`src/include/pmt_regs.vh`:
```
// constants for the pseudowire payload-size tracker
// assumes a 10 MHz system clock and icmp messages delivered without their outer ip header
`ifndef PMT_REGS_VH
`define PMT_REGS_VH
`define PMT_FRAME_MAX   16'h07D0
`define PMT_ETH_OVH     16'h0012
`define PMT_IP_HDR      16'h0014
`define PMT_MPT_HDR     16'h0004
`define PMT_SESS_FIELD  16'h0004
`define PMT_PSP_BASE    16'h0004
`define PMT_ICMP_TYPE   8'h03
`define PMT_ICMP_CODE   8'h04
`define PMT_OFS_TYPE    6'h00
`define PMT_OFS_CODE    6'h01
`define PMT_OFS_MTU_HI  6'h06
`define PMT_OFS_MTU_LO  6'h07
`define PMT_OFS_SRC     6'h14
`define PMT_OFS_DST     6'h18
`define PMT_MSG_MIN     6'h24
`define PMT_CLK_KHZ     10000
`define PMT_RESTORE_MS  10000
`endif

```
`src/rtl/pmt_tracker.v`:
```
// payload-size tracker for the downstream pseudowire, with its icmp input fifo
// assumes icmp bytes arrive on a valid/ready stream and sessions are set up by local control
`timescale 1ns/1ps
`include "pmt_regs.vh"

// ----------------------------------------
// input fifo
// ----------------------------------------
module pmt_fifo #(
   parameter W  = 9,
   parameter D  = 16,
   parameter AW = 4
) (
   // clock and reset
   input  wire          clock,
   input  wire          rst_n,
   // fill side
   input  wire          in_valid,
   output wire          in_ready,
   input  wire [W-1:0]  in_data,
   // drain side
   output wire          out_valid,
   input  wire          out_ready,
   output wire [W-1:0]  out_data
);
   reg [W-1:0]  mem_r [0:D-1];
   reg [AW-1:0] wp_r;
   reg [AW-1:0] rp_r;
   reg [AW:0]   cnt_r;
   wire         push;
   wire         pop;
   integer      i;

   assign in_ready  = (cnt_r < D);
   assign out_valid = (cnt_r != {(AW+1){1'b0}});
   assign out_data  = mem_r[rp_r];
   assign push      = in_valid & in_ready;
   assign pop       = out_valid & out_ready;

   always @(posedge clock or negedge rst_n) begin
      if (!rst_n) begin
         wp_r  <= {AW{1'b0}};
         rp_r  <= {AW{1'b0}};
         cnt_r <= {(AW+1){1'b0}};
         for (i = 0; i < D; i = i + 1) begin
            mem_r[i] <= {W{1'b0}};
         end
      end else begin
         if (push) begin
            mem_r[wp_r] <= in_data;
            wp_r        <= wp_r + 1'b1;
         end
         if (pop) begin
            rp_r <= rp_r + 1'b1;
         end
         if (push && !pop) begin
            cnt_r <= cnt_r + 1'b1;
         end else if (pop && !push) begin
            cnt_r <= cnt_r - 1'b1;
         end
      end
   end
endmodule

// ----------------------------------------
// tracker top
// ----------------------------------------
module pmt_tracker #(
   parameter RESTORE_CYCLES = `PMT_RESTORE_MS * `PMT_CLK_KHZ
) (
   // clock and reset
   input  wire         clock,
   input  wire         rst_n,
   // received icmp message bytes
   input  wire         icmp_valid,
   output wire         icmp_ready,
   input  wire [7:0]   icmp_data,
   input  wire         icmp_last,
   // control connection table
   input  wire         cc_we,
   input  wire [1:0]   cc_idx,
   input  wire         cc_active,
   input  wire [31:0]  cc_src_addr,
   input  wire [31:0]  cc_dst_addr,
   // session table
   input  wire         sess_we,
   input  wire [2:0]   sess_idx,
   input  wire         sess_active,
   input  wire [1:0]   sess_cc,
   input  wire [15:0]  sess_neg_max,
   input  wire         sess_psp_mode,
   input  wire [5:0]   sess_max_segs,
   // policy
   input  wire         static_en,
   input  wire [15:0]  static_limit,
   input  wire         restore_en,
   // session readout
   input  wire [2:0]   rd_idx,
   output reg  [15:0]  rd_limit_r,
   output reg  [15:0]  rd_payload_r,
   // frame length check
   input  wire [15:0]  frame_len,
   output reg          frame_ok_r,
   // transmit header flag
   output reg          tx_df_flag_r,
   // message outcome pulses
   output reg          msg_applied_r,
   output reg          msg_dropped_r
);
   localparam ST_RECV  = 1'b0;
   localparam ST_APPLY = 1'b1;
   localparam NCC      = 4;
   localparam NSESS    = 8;

   function [15:0] min16;
      input [15:0] a;
      input [15:0] b;
      begin
         min16 = (a < b) ? a : b;
      end
   endfunction

   // ----------------------------------------
   // storage
   // ----------------------------------------
   reg         cc_act_r  [0:NCC-1];
   reg [31:0]  cc_src_r  [0:NCC-1];
   reg [31:0]  cc_dst_r  [0:NCC-1];
   reg         s_act_r   [0:NSESS-1];
   reg [1:0]   s_cc_r    [0:NSESS-1];
   reg [15:0]  s_neg_r   [0:NSESS-1];
   reg [15:0]  s_cur_r   [0:NSESS-1];
   reg         s_psp_r   [0:NSESS-1];
   reg [5:0]   s_segs_r  [0:NSESS-1];

   reg         state_r;
   reg [5:0]   cnt_r;
   reg [7:0]   type_r;
   reg [7:0]   code_r;
   reg [15:0]  mtu_r;
   reg [31:0]  src_r;
   reg [31:0]  dst_r;
   reg         good_r;
   reg [31:0]  tmr_r;
   reg         restore_r;
   wire        f_valid;
   wire [8:0]  f_data;
   wire        f_ready;
   wire        pop;
   wire [5:0]  cnt_nxt;
   wire        good_nxt;
   wire        apply_go;
   wire [15:0] ip_limit;
   reg         hit;
   reg [1:0]   hit_idx;
   integer     i, ci, si;
   pmt_fifo #(
      .W  (9),
      .D  (16),
      .AW (4)
   ) u_fifo (
      .clock     (clock),
      .rst_n     (rst_n),
      .in_valid  (icmp_valid),
      .in_ready  (icmp_ready),
      .in_data   ({icmp_last, icmp_data}),
      .out_valid (f_valid),
      .out_ready (f_ready),
      .out_data  (f_data)
   );

   // ----------------------------------------
   // message parser
   // ----------------------------------------
   // draining stops for the apply cycle, so a burst backs up into the fifo
   assign f_ready  = (state_r == ST_RECV);
   assign pop      = f_valid & f_ready;
   assign cnt_nxt  = (cnt_r == 6'h3F) ? cnt_r : cnt_r + 6'h01;
   assign good_nxt = (type_r == `PMT_ICMP_TYPE) && (code_r == `PMT_ICMP_CODE)
                     && (cnt_nxt >= `PMT_MSG_MIN)
                     && (mtu_r != 16'h0000);
   assign apply_go = (state_r == ST_APPLY) && good_r;

   always @(posedge clock or negedge rst_n) begin
      if (!rst_n) begin
         state_r <= ST_RECV;
         cnt_r   <= 6'h00;
         type_r  <= 8'h00;
         code_r  <= 8'h00;
         mtu_r   <= 16'h0000;
         src_r   <= 32'h00000000;
         dst_r   <= 32'h00000000;
         good_r  <= 1'b0;
      end else begin
         case (state_r)
            ST_RECV: begin
               if (pop) begin
                  cnt_r <= cnt_nxt;
                  if (cnt_r == `PMT_OFS_TYPE) type_r <= f_data[7:0];
                  if (cnt_r == `PMT_OFS_CODE) code_r <= f_data[7:0];
                  if (cnt_r == `PMT_OFS_MTU_HI) mtu_r[15:8] <= f_data[7:0];
                  if (cnt_r == `PMT_OFS_MTU_LO) mtu_r[7:0] <= f_data[7:0];
                  // embedded source and destination addresses
                  if (cnt_r >= `PMT_OFS_SRC && cnt_r < `PMT_OFS_DST) begin
                     src_r <= {src_r[23:0], f_data[7:0]};
                  end
                  if (cnt_r >= `PMT_OFS_DST && cnt_r < `PMT_OFS_DST + 6'h04) begin
                     dst_r <= {dst_r[23:0], f_data[7:0]};
                  end
                  if (f_data[8]) begin
                     good_r  <= good_nxt;
                     state_r <= ST_APPLY;
                  end
               end
            end
            ST_APPLY: begin
               cnt_r   <= 6'h00;
               state_r <= ST_RECV;
            end
            default: begin
               state_r <= ST_RECV;
            end
         endcase
      end
   end

   // ----------------------------------------
   // connection match
   // ----------------------------------------
   always @* begin
      hit     = 1'b0;
      hit_idx = 2'b00;
      for (i = 0; i < NCC; i = i + 1) begin
         if (!hit && cc_act_r[i] && cc_src_r[i] == src_r && cc_dst_r[i] == dst_r) begin
            hit     = 1'b1;
            hit_idx = i[1:0];
         end
      end
   end

   always @(posedge clock or negedge rst_n) begin
      if (!rst_n) begin
         for (ci = 0; ci < NCC; ci = ci + 1) begin
            cc_act_r[ci] <= 1'b0;
            cc_src_r[ci] <= 32'h00000000;
            cc_dst_r[ci] <= 32'h00000000;
         end
      end else if (cc_we) begin
         cc_act_r[cc_idx] <= cc_active;
         cc_src_r[cc_idx] <= cc_src_addr;
         cc_dst_r[cc_idx] <= cc_dst_addr;
      end
   end

   // ----------------------------------------
   // restore timer
   // ----------------------------------------
   always @(posedge clock or negedge rst_n) begin
      if (!rst_n) begin
         tmr_r     <= 32'h00000000;
         restore_r <= 1'b0;
      end else if (restore_en && tmr_r >= RESTORE_CYCLES - 1) begin
         tmr_r     <= 32'h00000000;
         restore_r <= 1'b1;
      end else begin
         tmr_r     <= restore_en ? tmr_r + 32'h00000001 : 32'h00000000;
         restore_r <= 1'b0;
      end
   end

   // ----------------------------------------
   // session limits
   // ----------------------------------------
   always @(posedge clock or negedge rst_n) begin
      if (!rst_n) begin
         for (si = 0; si < NSESS; si = si + 1) begin
            s_act_r[si]  <= 1'b0;
            s_cc_r[si]   <= 2'b00;
            s_neg_r[si]  <= 16'h0000;
            s_cur_r[si]  <= 16'h0000;
            s_psp_r[si]  <= 1'b0;
            s_segs_r[si] <= 6'h00;
         end
      end else begin
         for (si = 0; si < NSESS; si = si + 1) begin
            if (sess_we && sess_idx == si[2:0]) begin
               s_act_r[si]  <= sess_active;
               s_cc_r[si]   <= sess_cc;
               s_neg_r[si]  <= sess_neg_max;
               s_cur_r[si]  <= sess_neg_max;
               s_psp_r[si]  <= sess_psp_mode;
               s_segs_r[si] <= sess_max_segs;
            end else if (restore_r) begin
               s_cur_r[si] <= s_neg_r[si];
            end else if (apply_go && hit && s_act_r[si] && s_cc_r[si] == hit_idx) begin
               // lower only, never above the negotiated maximum
               s_cur_r[si] <= min16(min16(s_cur_r[si], mtu_r), s_neg_r[si]);
            end
         end
      end
   end

   // ----------------------------------------
   // sizing and readout
   // ----------------------------------------
   // layer 3 room left by the expanded ethernet frame
   assign ip_limit = `PMT_FRAME_MAX - `PMT_ETH_OVH;
   reg [15:0] eff, ovh, room;
   always @* begin
      eff = static_en ? min16(static_limit, s_neg_r[rd_idx])
                      : min16(s_cur_r[rd_idx], ip_limit);
      if (s_psp_r[rd_idx]) begin
         ovh = `PMT_SESS_FIELD + `PMT_PSP_BASE
               + {9'h000, s_segs_r[rd_idx], 1'b0};
      end else begin
         ovh = `PMT_SESS_FIELD + `PMT_MPT_HDR;
      end
      room = `PMT_IP_HDR + ovh;
   end

   always @(posedge clock or negedge rst_n) begin
      if (!rst_n) begin
         rd_limit_r    <= 16'h0000;
         rd_payload_r  <= 16'h0000;
         frame_ok_r    <= 1'b0;
         tx_df_flag_r  <= 1'b0;
         msg_applied_r <= 1'b0;
         msg_dropped_r <= 1'b0;
      end else begin
         rd_limit_r    <= eff;
         rd_payload_r  <= (eff > room) ? eff - room : 16'h0000;
         frame_ok_r    <= (frame_len != 16'h0000) && (frame_len <= `PMT_FRAME_MAX);
         tx_df_flag_r  <= 1'b1;
         msg_applied_r <= apply_go && hit;
         msg_dropped_r <= (state_r == ST_APPLY) && !(good_r && hit);
      end
   end
endmodule

```
`config.mk`:
```
export PLATFORM = sky130hd
export DESIGN_NAME = pmt_tracker
export DESIGN_NICKNAME = d
export VERILOG_FILES = /design/src/rtl/pmt_tracker.v
export VERILOG_INCLUDE_DIRS = /design/src /design/src/include
export SDC_FILE = /design/constraint.sdc
export NUM_CORES = 2
export LEC_CHECK = 0
export BUFFER_PORTS_ARGS = -buffer_cell sky130_fd_sc_hd__buf_2
export CAP_MARGIN = 5
export CORE_UTILIZATION = 45
export CTS_BUF_LIST = sky130_fd_sc_hd__clkbuf_8
export DETAILED_ROUTE_END_ITERATION = 12
export GPL_ROUTABILITY_DRIVEN = 0
export GPL_TIMING_DRIVEN = 0
export PLACE_DENSITY = 0.7
export SLEW_MARGIN = 15
export SYNTH_ARGS = -nofsm -noshare
export SYNTH_HDL_FRONTEND = slang
export SYNTH_HIERARCHICAL = 1
export SYNTH_SLANG_ARGS = --single-unit
export TNS_END_PERCENT = 5
```
`constraint.sdc`:
```
create_clock -name clock -period 8.06 [get_ports clock]
set_clock_uncertainty 0.2 [all_clocks]
set_input_delay 1.209 -clock clock [delete_from_list [all_inputs] [get_ports clock]]
set_output_delay 1.209 -clock clock [all_outputs]
set_load 0.01 [all_outputs]
```
[Word-level counts from Yosys, hierarchy flattened]
Index checks and enable logic that the tools add are counted.
Word-level totals
  register bits: 926
  bits of input ports: 147
  output and inout bits: 37
  logic and storage cells: 340
Operators by class
  $add $sub $neg: 9
  $lt $le $gt $ge: 33
  equality and inequality tests: 30
  multiplexer cells: 88
  bitwise logic cells: 7
  reductions and logical operators: 77
Operators by type and width (count)
  16-bit 2-to-1 mux: 48
  16-bit < comparator: 17
  128-bit bitwise mux: 2
  32-bit equality test: 8
  144-bit bitwise mux: 1
  16-bit binary-select mux with 3-bit select: 2
  32-bit 2-to-1 mux: 3
  32-bit demux with 2-bit select: 1
  1-bit logical AND: 50
  9-bit binary-select mux with 4-bit select: 1
  9-bit demux with 4-bit select: 1
  32-bit by 1-bit adder with 32-bit output (second input constant): 1
  32-bit by 27-bit >= comparator with 1-bit output (second input constant): 1
  16-bit nonzero test: 2
  9-bit 2-to-1 mux: 3
  6-bit 2-to-1 mux: 4
  3-bit nonzero test: 8
  3-bit AND reduction: 7
  6-bit binary-select mux with 3-bit select: 1
  5-bit by 16-bit adder with 16-bit output (first input constant): 1
  2-bit equality test: 8
  16-bit greater-than comparator: 1
  16-bit by 11-bit less-or-equal comparator with 1-bit output (second input constant): 1
  16-bit by 11-bit < comparator with 1-bit output (second input constant): 1
  43 further kinds: 71

[Logic depth before layout (Yosys ltp)]
  depth in word-level cells: 25
  gate-level depth with buffers: 29
  gate-level depth less buffers: 22

[Modules after synthesis]
Netlist, hierarchy kept.
Modules (own cells, without submodules)
  pmt_tracker: times used 1, cells each 4186, area each 45663.8 sq um, seq. area each 19243.5 sq um
  pmt_fifo: times used 1, cells each 516, area each 7439.6 sq um, seq. area each 3928.8 sq um

[Worst setup path before layout]
No wires, ideal clock.
  kind: in2reg
  from: in rd_idx[0]
  to: reg rd_payload_r[3]
  setup time: 0.121 ns
  arrival: 7.602 ns
  data required time: 7.739 ns
  setup slack: 0.137 ns
  stages on the path: 28
  path buffers: 10
  cell sequence: buf_2 > buf_4 > buf_2 > buf_2 > buf_2 > buf_2 > buf_2 > mux4_2 > mux2i_1 > ha_1 > a2111oi_0 > nand2b_1 > o221a_2 > clkbuf_1 > clkbuf_1 > o21ai_0 > o31ai_1 > a22oi_1 > ha_1 > a21o_1 > a21o_1 > a221oi_1 > nand2b_1 > nand2b_1 > o31ai_1 > and4_1 > buf_2 > nor2_1
Between the ends
  cells in the longest elaborated chain, start to end: 9
  elaborated cells between the ends (all ways): 24
  those cells by class: 3 x add/sub; 3 x order compare; 17 x mux; 1 x bitwise
Ends and longest elaborated chain
  from (decl): line pmt_tracker.v:98  | input wire [2:0] rd_idx,
  3-bit inverter with 4-bit output (implied by the code) *: line pmt_tracker.v:310, pmt_tracker.v:311
  16-bit binary-select mux with 3-bit select, on equally long branches: line pmt_tracker.v:311, pmt_tracker.v:310
  16-bit 2-to-1 mux, on equally long branches (2 in a row): line pmt_tracker.v:311, pmt_tracker.v:310
  16-bit by 11-bit < comparator with 1-bit output or 16-bit < comparator (tied branches): line pmt_tracker.v:119  | min16 = (a < b) ? a : b;
  16-bit 2-to-1 mux: line pmt_tracker.v:119
  16-bit 2-to-1 mux *: line pmt_tracker.v:310  | eff = static_en ? min16(static_limit, s_neg_r[rd_idx])
  named net eff[2]: line pmt_tracker.v:308  | reg [15:0] eff, ovh, room;
  16-bit subtractor or 16-bit greater-than comparator (tied branches): line pmt_tracker.v:331  | rd_payload_r <= (eff > room) ? eff - room : 16'h0000;
  16-bit 2-to-1 mux *: line pmt_tracker.v:331
  to (signal assigned): line pmt_tracker.v:331
  to (decl): line pmt_tracker.v:100  | output reg [15:0] rd_payload_r,
The timed path passes the listed nets; every way through them passes the cells marked *. The select of a mux whose other input is x is not followed.
A chain may end at the register's enable or synchronous reset.

[Worst setup path in the final report]
  from: reg mtu_r[13]
  to: reg s_cur_r[9] (netlist name)
Between the ends
  cells in the longest elaborated chain, start to end: 7
Ends and longest elaborated chain
  from (decl): line pmt_tracker.v:140  | reg [15:0] mtu_r;
  from (signal assigned): line pmt_tracker.v:201  | if (cnt_r == `PMT_OFS_MTU_HI) mtu_r[15:8] <= f_data[7:0];
  16-bit < comparator: line pmt_tracker.v:119
  16-bit 2-to-1 mux *: line pmt_tracker.v:119
  16-bit < comparator: line pmt_tracker.v:119
  16-bit 2-to-1 mux *: line pmt_tracker.v:119
  16-bit 2-to-1 mux *: line pmt_tracker.v:295  | end else if (apply_go && hit && s_act_r[si] && s_cc_r[si] == hit_idx) begin
  16-bit 2-to-1 mux *: line pmt_tracker.v:293  | end else if (restore_r) begin
  16-bit 2-to-1 mux *: line pmt_tracker.v:286  | if (sess_we && sess_idx == si[2:0]) begin
  to (signal, indexed assignment): line pmt_tracker.v:290  | s_cur_r[si] <= sess_neg_max;
  to (signal, indexed assignment): line pmt_tracker.v:294  | s_cur_r[si] <= s_neg_r[si];
  to (signal, indexed assignment): line pmt_tracker.v:297  | s_cur_r[si] <= min16(min16(s_cur_r[si], mtu_r), s_neg_r[si]);
  to (decl): line pmt_tracker.v:132  | reg [15:0] s_cur_r [0:NSESS-1];
Mark *: on every way between the ends. The rest lies on a longest branch, timed or not. The select of a mux whose other input is x is not followed.

==> metrics.txt <==
status=completed; Overflow after GRT=0; crit path from=mtu_r[13]; H-tree level count=4; Critical Path RT=approximately 8.6 ns; Cells after Synth=4702; Hold Fails Final Rpt=0; GRT Util Overall=28.08%; 1st-iter DRT viols=4601; Die Span X=345.5 µm; antenna-violating nets left=0; row count=125; Psw=approximately 9 mW; Reg2Reg Setup Slack=0.02 ns; delay-heaviest family, CP=buffers and inverters; Overall Power=~23 mW; post-CTS setup buffers=0; post-synthesis compound-gate area fraction=8.758%; Starting Density=45.58%; Comb power frac=49.1%; main combinational cell family by area after synthesis=multiplexers; Worst R2R Path Depth=21; CP Buf/Inv Count=4; RSZ-0062 raised after global routing=no; worst r2r src=mtu_r[13]; DRC viols=0; multi-input logic area=27790 µm²; Register Area=23170 µm²; Port-buffer cells=164; switching part of the total=approximately two fifths; startpoint types=flop; number of global-route vias before repair=40250; Critical Path AT=~8.6 ns; initial antenna violation count=26; clk root buf=clkbuf_8; Reg power frac=about 31%; RR Endpoint=s_cur_r[9]; Slew headroom=16.84%; number of flops mapped to enable cells by yosys=0; adder-cell share of the synthesized area=6.649%; area grow syn2layout=12.05%; critical path fanouts, max=10; Post-Synth XOR/XNOR Area=4.288%; largest stage delay on the critical path=around 0.8 ns; crit-path cells=clkdlybuf4s15_1 > inv_1 > ha_1 > nand4_1 > nor3_1 > a21oi_1 > o211ai_1 > nor2_2 > clkbuf_1 > mux2_2 > ha_1 > a211oi_1 > o21bai_1 > a211oi_1 > o21ai_0 > nor2_1 > a31oi_2 > buf_2 > mux2i_1 > o21ai_0 > mux2_4; CP endpoint kind=flop; fin crit share=99.76%; layout cells sized above 1=approximately 27%; Setup-failing EPs final=0; P per Cell Area=380.5 nW/µm²; TNS Setup=0 ns; post-synthesis simple-gate area fraction=8.939%; fin crit period=8.041 ns; Yosys reg bits=926; per-cell routed wire length=around 25 µm; max frequency=between 0.1 and 0.15 GHz; Peak VDD IR=242.9 µV; FFs w/ async S/R, synth=100.0%; drt first pass iters=6; first-pass GRT wire length=253.3 mm; final WL=168.3 mm; Warnings, synthesis=6; CTS clk-pin slew, worst paths=roughly 0.060 ns; Core Footprint=116500 µm²; clock share of power=19.6%; Post-Syn Area=53100 µm²; Die Height=345.5 µm; Synth area leader=dfrtp_1; final net count=~5500; Clock Latency Late Sink=about 0.91 ns; via count=40330; clk sinks=926; Vias per Instance=6.022; Max Transition Viols Final=0; top cells by area, synth=dfrtp_1 (44%), mux2_2 (15%), ha_1 (6.6%); Cell variety after synth=94; CP Depth=21; fill count=10140; leading register cell type out of synthesis=dfrtp_1; MaxCap Viol Count=0; CTS tree=yes; top cell type's share of synthesized area=43.64%; largest net degree at the start of global routing=roughly 150; post-DP HPWL=126.3 mm; Max clock buf depth=3; Setup crit end=s_cur_r[9]; Hold Crit Class=reg2reg; Num CTS Buffers=162; Die Footprint=119400 µm²; static leakage=approximately 27 nW; post-synthesis sequential area ratio=43.64%; critical setup path kind=reg2reg; Internal Power=about 13 mW; I/O Pins=approximately 180; slowest CP cell=o21ai_0; Worst-Margin Slew=roughly 1.2 ns; mux contribution to synthesized area=23.51%; syn avg cell area=11.29 µm²
-- cells in the mapped netlist (72+ instances only) --
| master | count |
|---|---|
| clkbuf_1 | 182 |
| ha_1 | 279 |
| o21ai_0 | 343 |
| a21oi_1 | 105 |
| nor2_1 | 117 |
| xnor2_1 | 188 |
| mux4_2 | 88 |
| nand2_1 | 495 |
| mux2_2 | 691 |
| nand4_1 | 82 |
| dfrtp_1 | 926 |
| mux2i_1 | 166 |
| xor2_1 | 72 |
| inv_1 | 204 |
-- area by class of cell --
cell class              count  share of cell area, %
inverters                 205                  1.293
multi-input cells        3297                  46.69
clock buffers             206                  4.765
repair buffers            172                  1.745
well taps                1524                  3.205
clock inverters            79                 0.7759
flip-flops and latches    926                  38.94
plain buffers             274                  2.521
diodes                     14                0.05888
-- worst min-delay path by stage --
stage | cells after the start | endpoint | slack (ns) | startpoint
after detailed placement | 2 | s_segs_r[2] | 0.26 | s_segs_r[2]
after floorplan | 2 | s_segs_r[11] | 0.24 | s_segs_r[11]
after global placement | 2 | s_segs_r[15] | 0.25 | s_segs_r[15]
after global routing | 2 | frame_ok_r | 0.28 | frame_len[11]
after CTS | 2 | frame_ok_r | 0.24 | frame_len[11]
final | 2 | s_segs_r[45] | 0.28 | s_segs_r[45]
-- placed cells by master (no fill, tap or decap), types with 10 or more instances in the layout --
master,n
nor4_1,38
o21a_1,17
xor2_1,72
o21ai_0,343
buf_2,199
mux2_4,70
nand4_1,82
and4_1,10
diode_2,14
mux2i_1,164
mux2_2,691
buf_6,24
a21oi_1,105
nand2_1,495
mux4_2,88
nor2b_1,28
nand2b_1,37
clkbuf_8,208
o221ai_1,10
nand3_1,50
nor2_4,10
inv_1,257
a211oi_1,23
a21o_1,68
o211ai_1,29
clkinv_2,10
xnor2_1,188
a22oi_1,13
dfrtp_1,926
a211o_1,17
o22ai_1,13
nor3_1,29
clkbuf_1,172
ha_1,279
o31ai_1,13
nor2_1,115
and3_1,16
a221oi_1,13
-- through the flow --
| step | hold slack (ns) | instance area, µm² | util (%) | std cells | worst slack [ns] |
|---|---|---|---|---|---|
| after floorplan | 0.2388 | 53120 | - | 4707 | 0.1368 |
| after global placement | 0.2534 | 55850 | 47.93 | 6395 | -14.91 |
| after detailed placement | 0.2613 | 56060 | 48.11 | 6402 | -2.871 |
| after CTS | 0.2359 | 59410 | 50.98 | 6686 | 0.02982 |
| after global routing | 0.2817 | 59490 | 51.06 | 6692 | 0.007103 |
| final | 0.2779 | 59500 | 51.07 | 6697 | 0.01928 |
-- sequential cells by signal, summed over array words and instances (netlist names), 16 cells and up --
signal / count
u_fifo/mem_r: 144
cc_dst_r: 128
cc_src_r: 128
s_cur_r: 128
s_neg_r: 128
s_segs_r: 48
dst_r: 32
src_r: 32
tmr_r: 32
mtu_r: 16
rd_limit_r: 16
rd_payload_r: 16
s_cc_r: 16
-- worst reg2reg max path: stages (launching register included) --
cell and delay (ns):
dfrtp_1 0.36, clkdlybuf4s15_1 0.61, inv_1 0.73, ha_1 0.37, nand4_1 0.12, nor3_1 0.13, a21oi_1 0.17, o211ai_1 0.30
nor2_2 0.51, clkbuf_1 0.68, mux2_2 0.43, ha_1 0.30, a211oi_1 0.08, o21bai_1 0.20, a211oi_1 0.10, o21ai_0 0.81
nor2_1 0.15, a31oi_2 0.59, buf_2 0.47, mux2i_1 0.23, o21ai_0 0.10, mux2_4 0.27
-- metal layers --
| layer | GRT usage (%) | wire length [µm] |
|---|---|---|
| met5 | 0 | 173 |
| met4 | 14.27 | 8909 |
| met3 | 6.621 | 16750 |
| met2 | 42.75 | 74780 |
| met1 | 37.35 | 67640 |
-- repair_timing --
| item | 4_1_cts | 5_1_grt |
|---|---|---|
| endpoints found under the hold margin | 52 | 0 |
| resized for setup | 18 | 27 |
| setup endpoints to repair | 26 | 42 |
| hold buffers | 1 | 0 |
-- cells by family after synthesis --
logic type / Yosys count
multiplexers: 1016
AND/OR/NAND/NOR: 986
flip-flops: 926
AO/OA/AOI/OAI: 747
buffers and inverters: 484
adder cells (fa/ha/maj): 281
XOR/XNOR: 260
other: 2
-- power by group through the flow --
stage | clock, mW | sequential (mW) | combinational (mW)
floorplan | 0 | 6.70 | 7.94
global placement | 0 | 7.06 | 10.5
detailed placement | 0 | 7.11 | 10.8
CTS | 4.49 | 7.04 | 10.9
global route | 4.70 | 7.22 | 12.0
finish | 4.43 | 7.10 | 11.1
(Power assumes the default switching activity.)
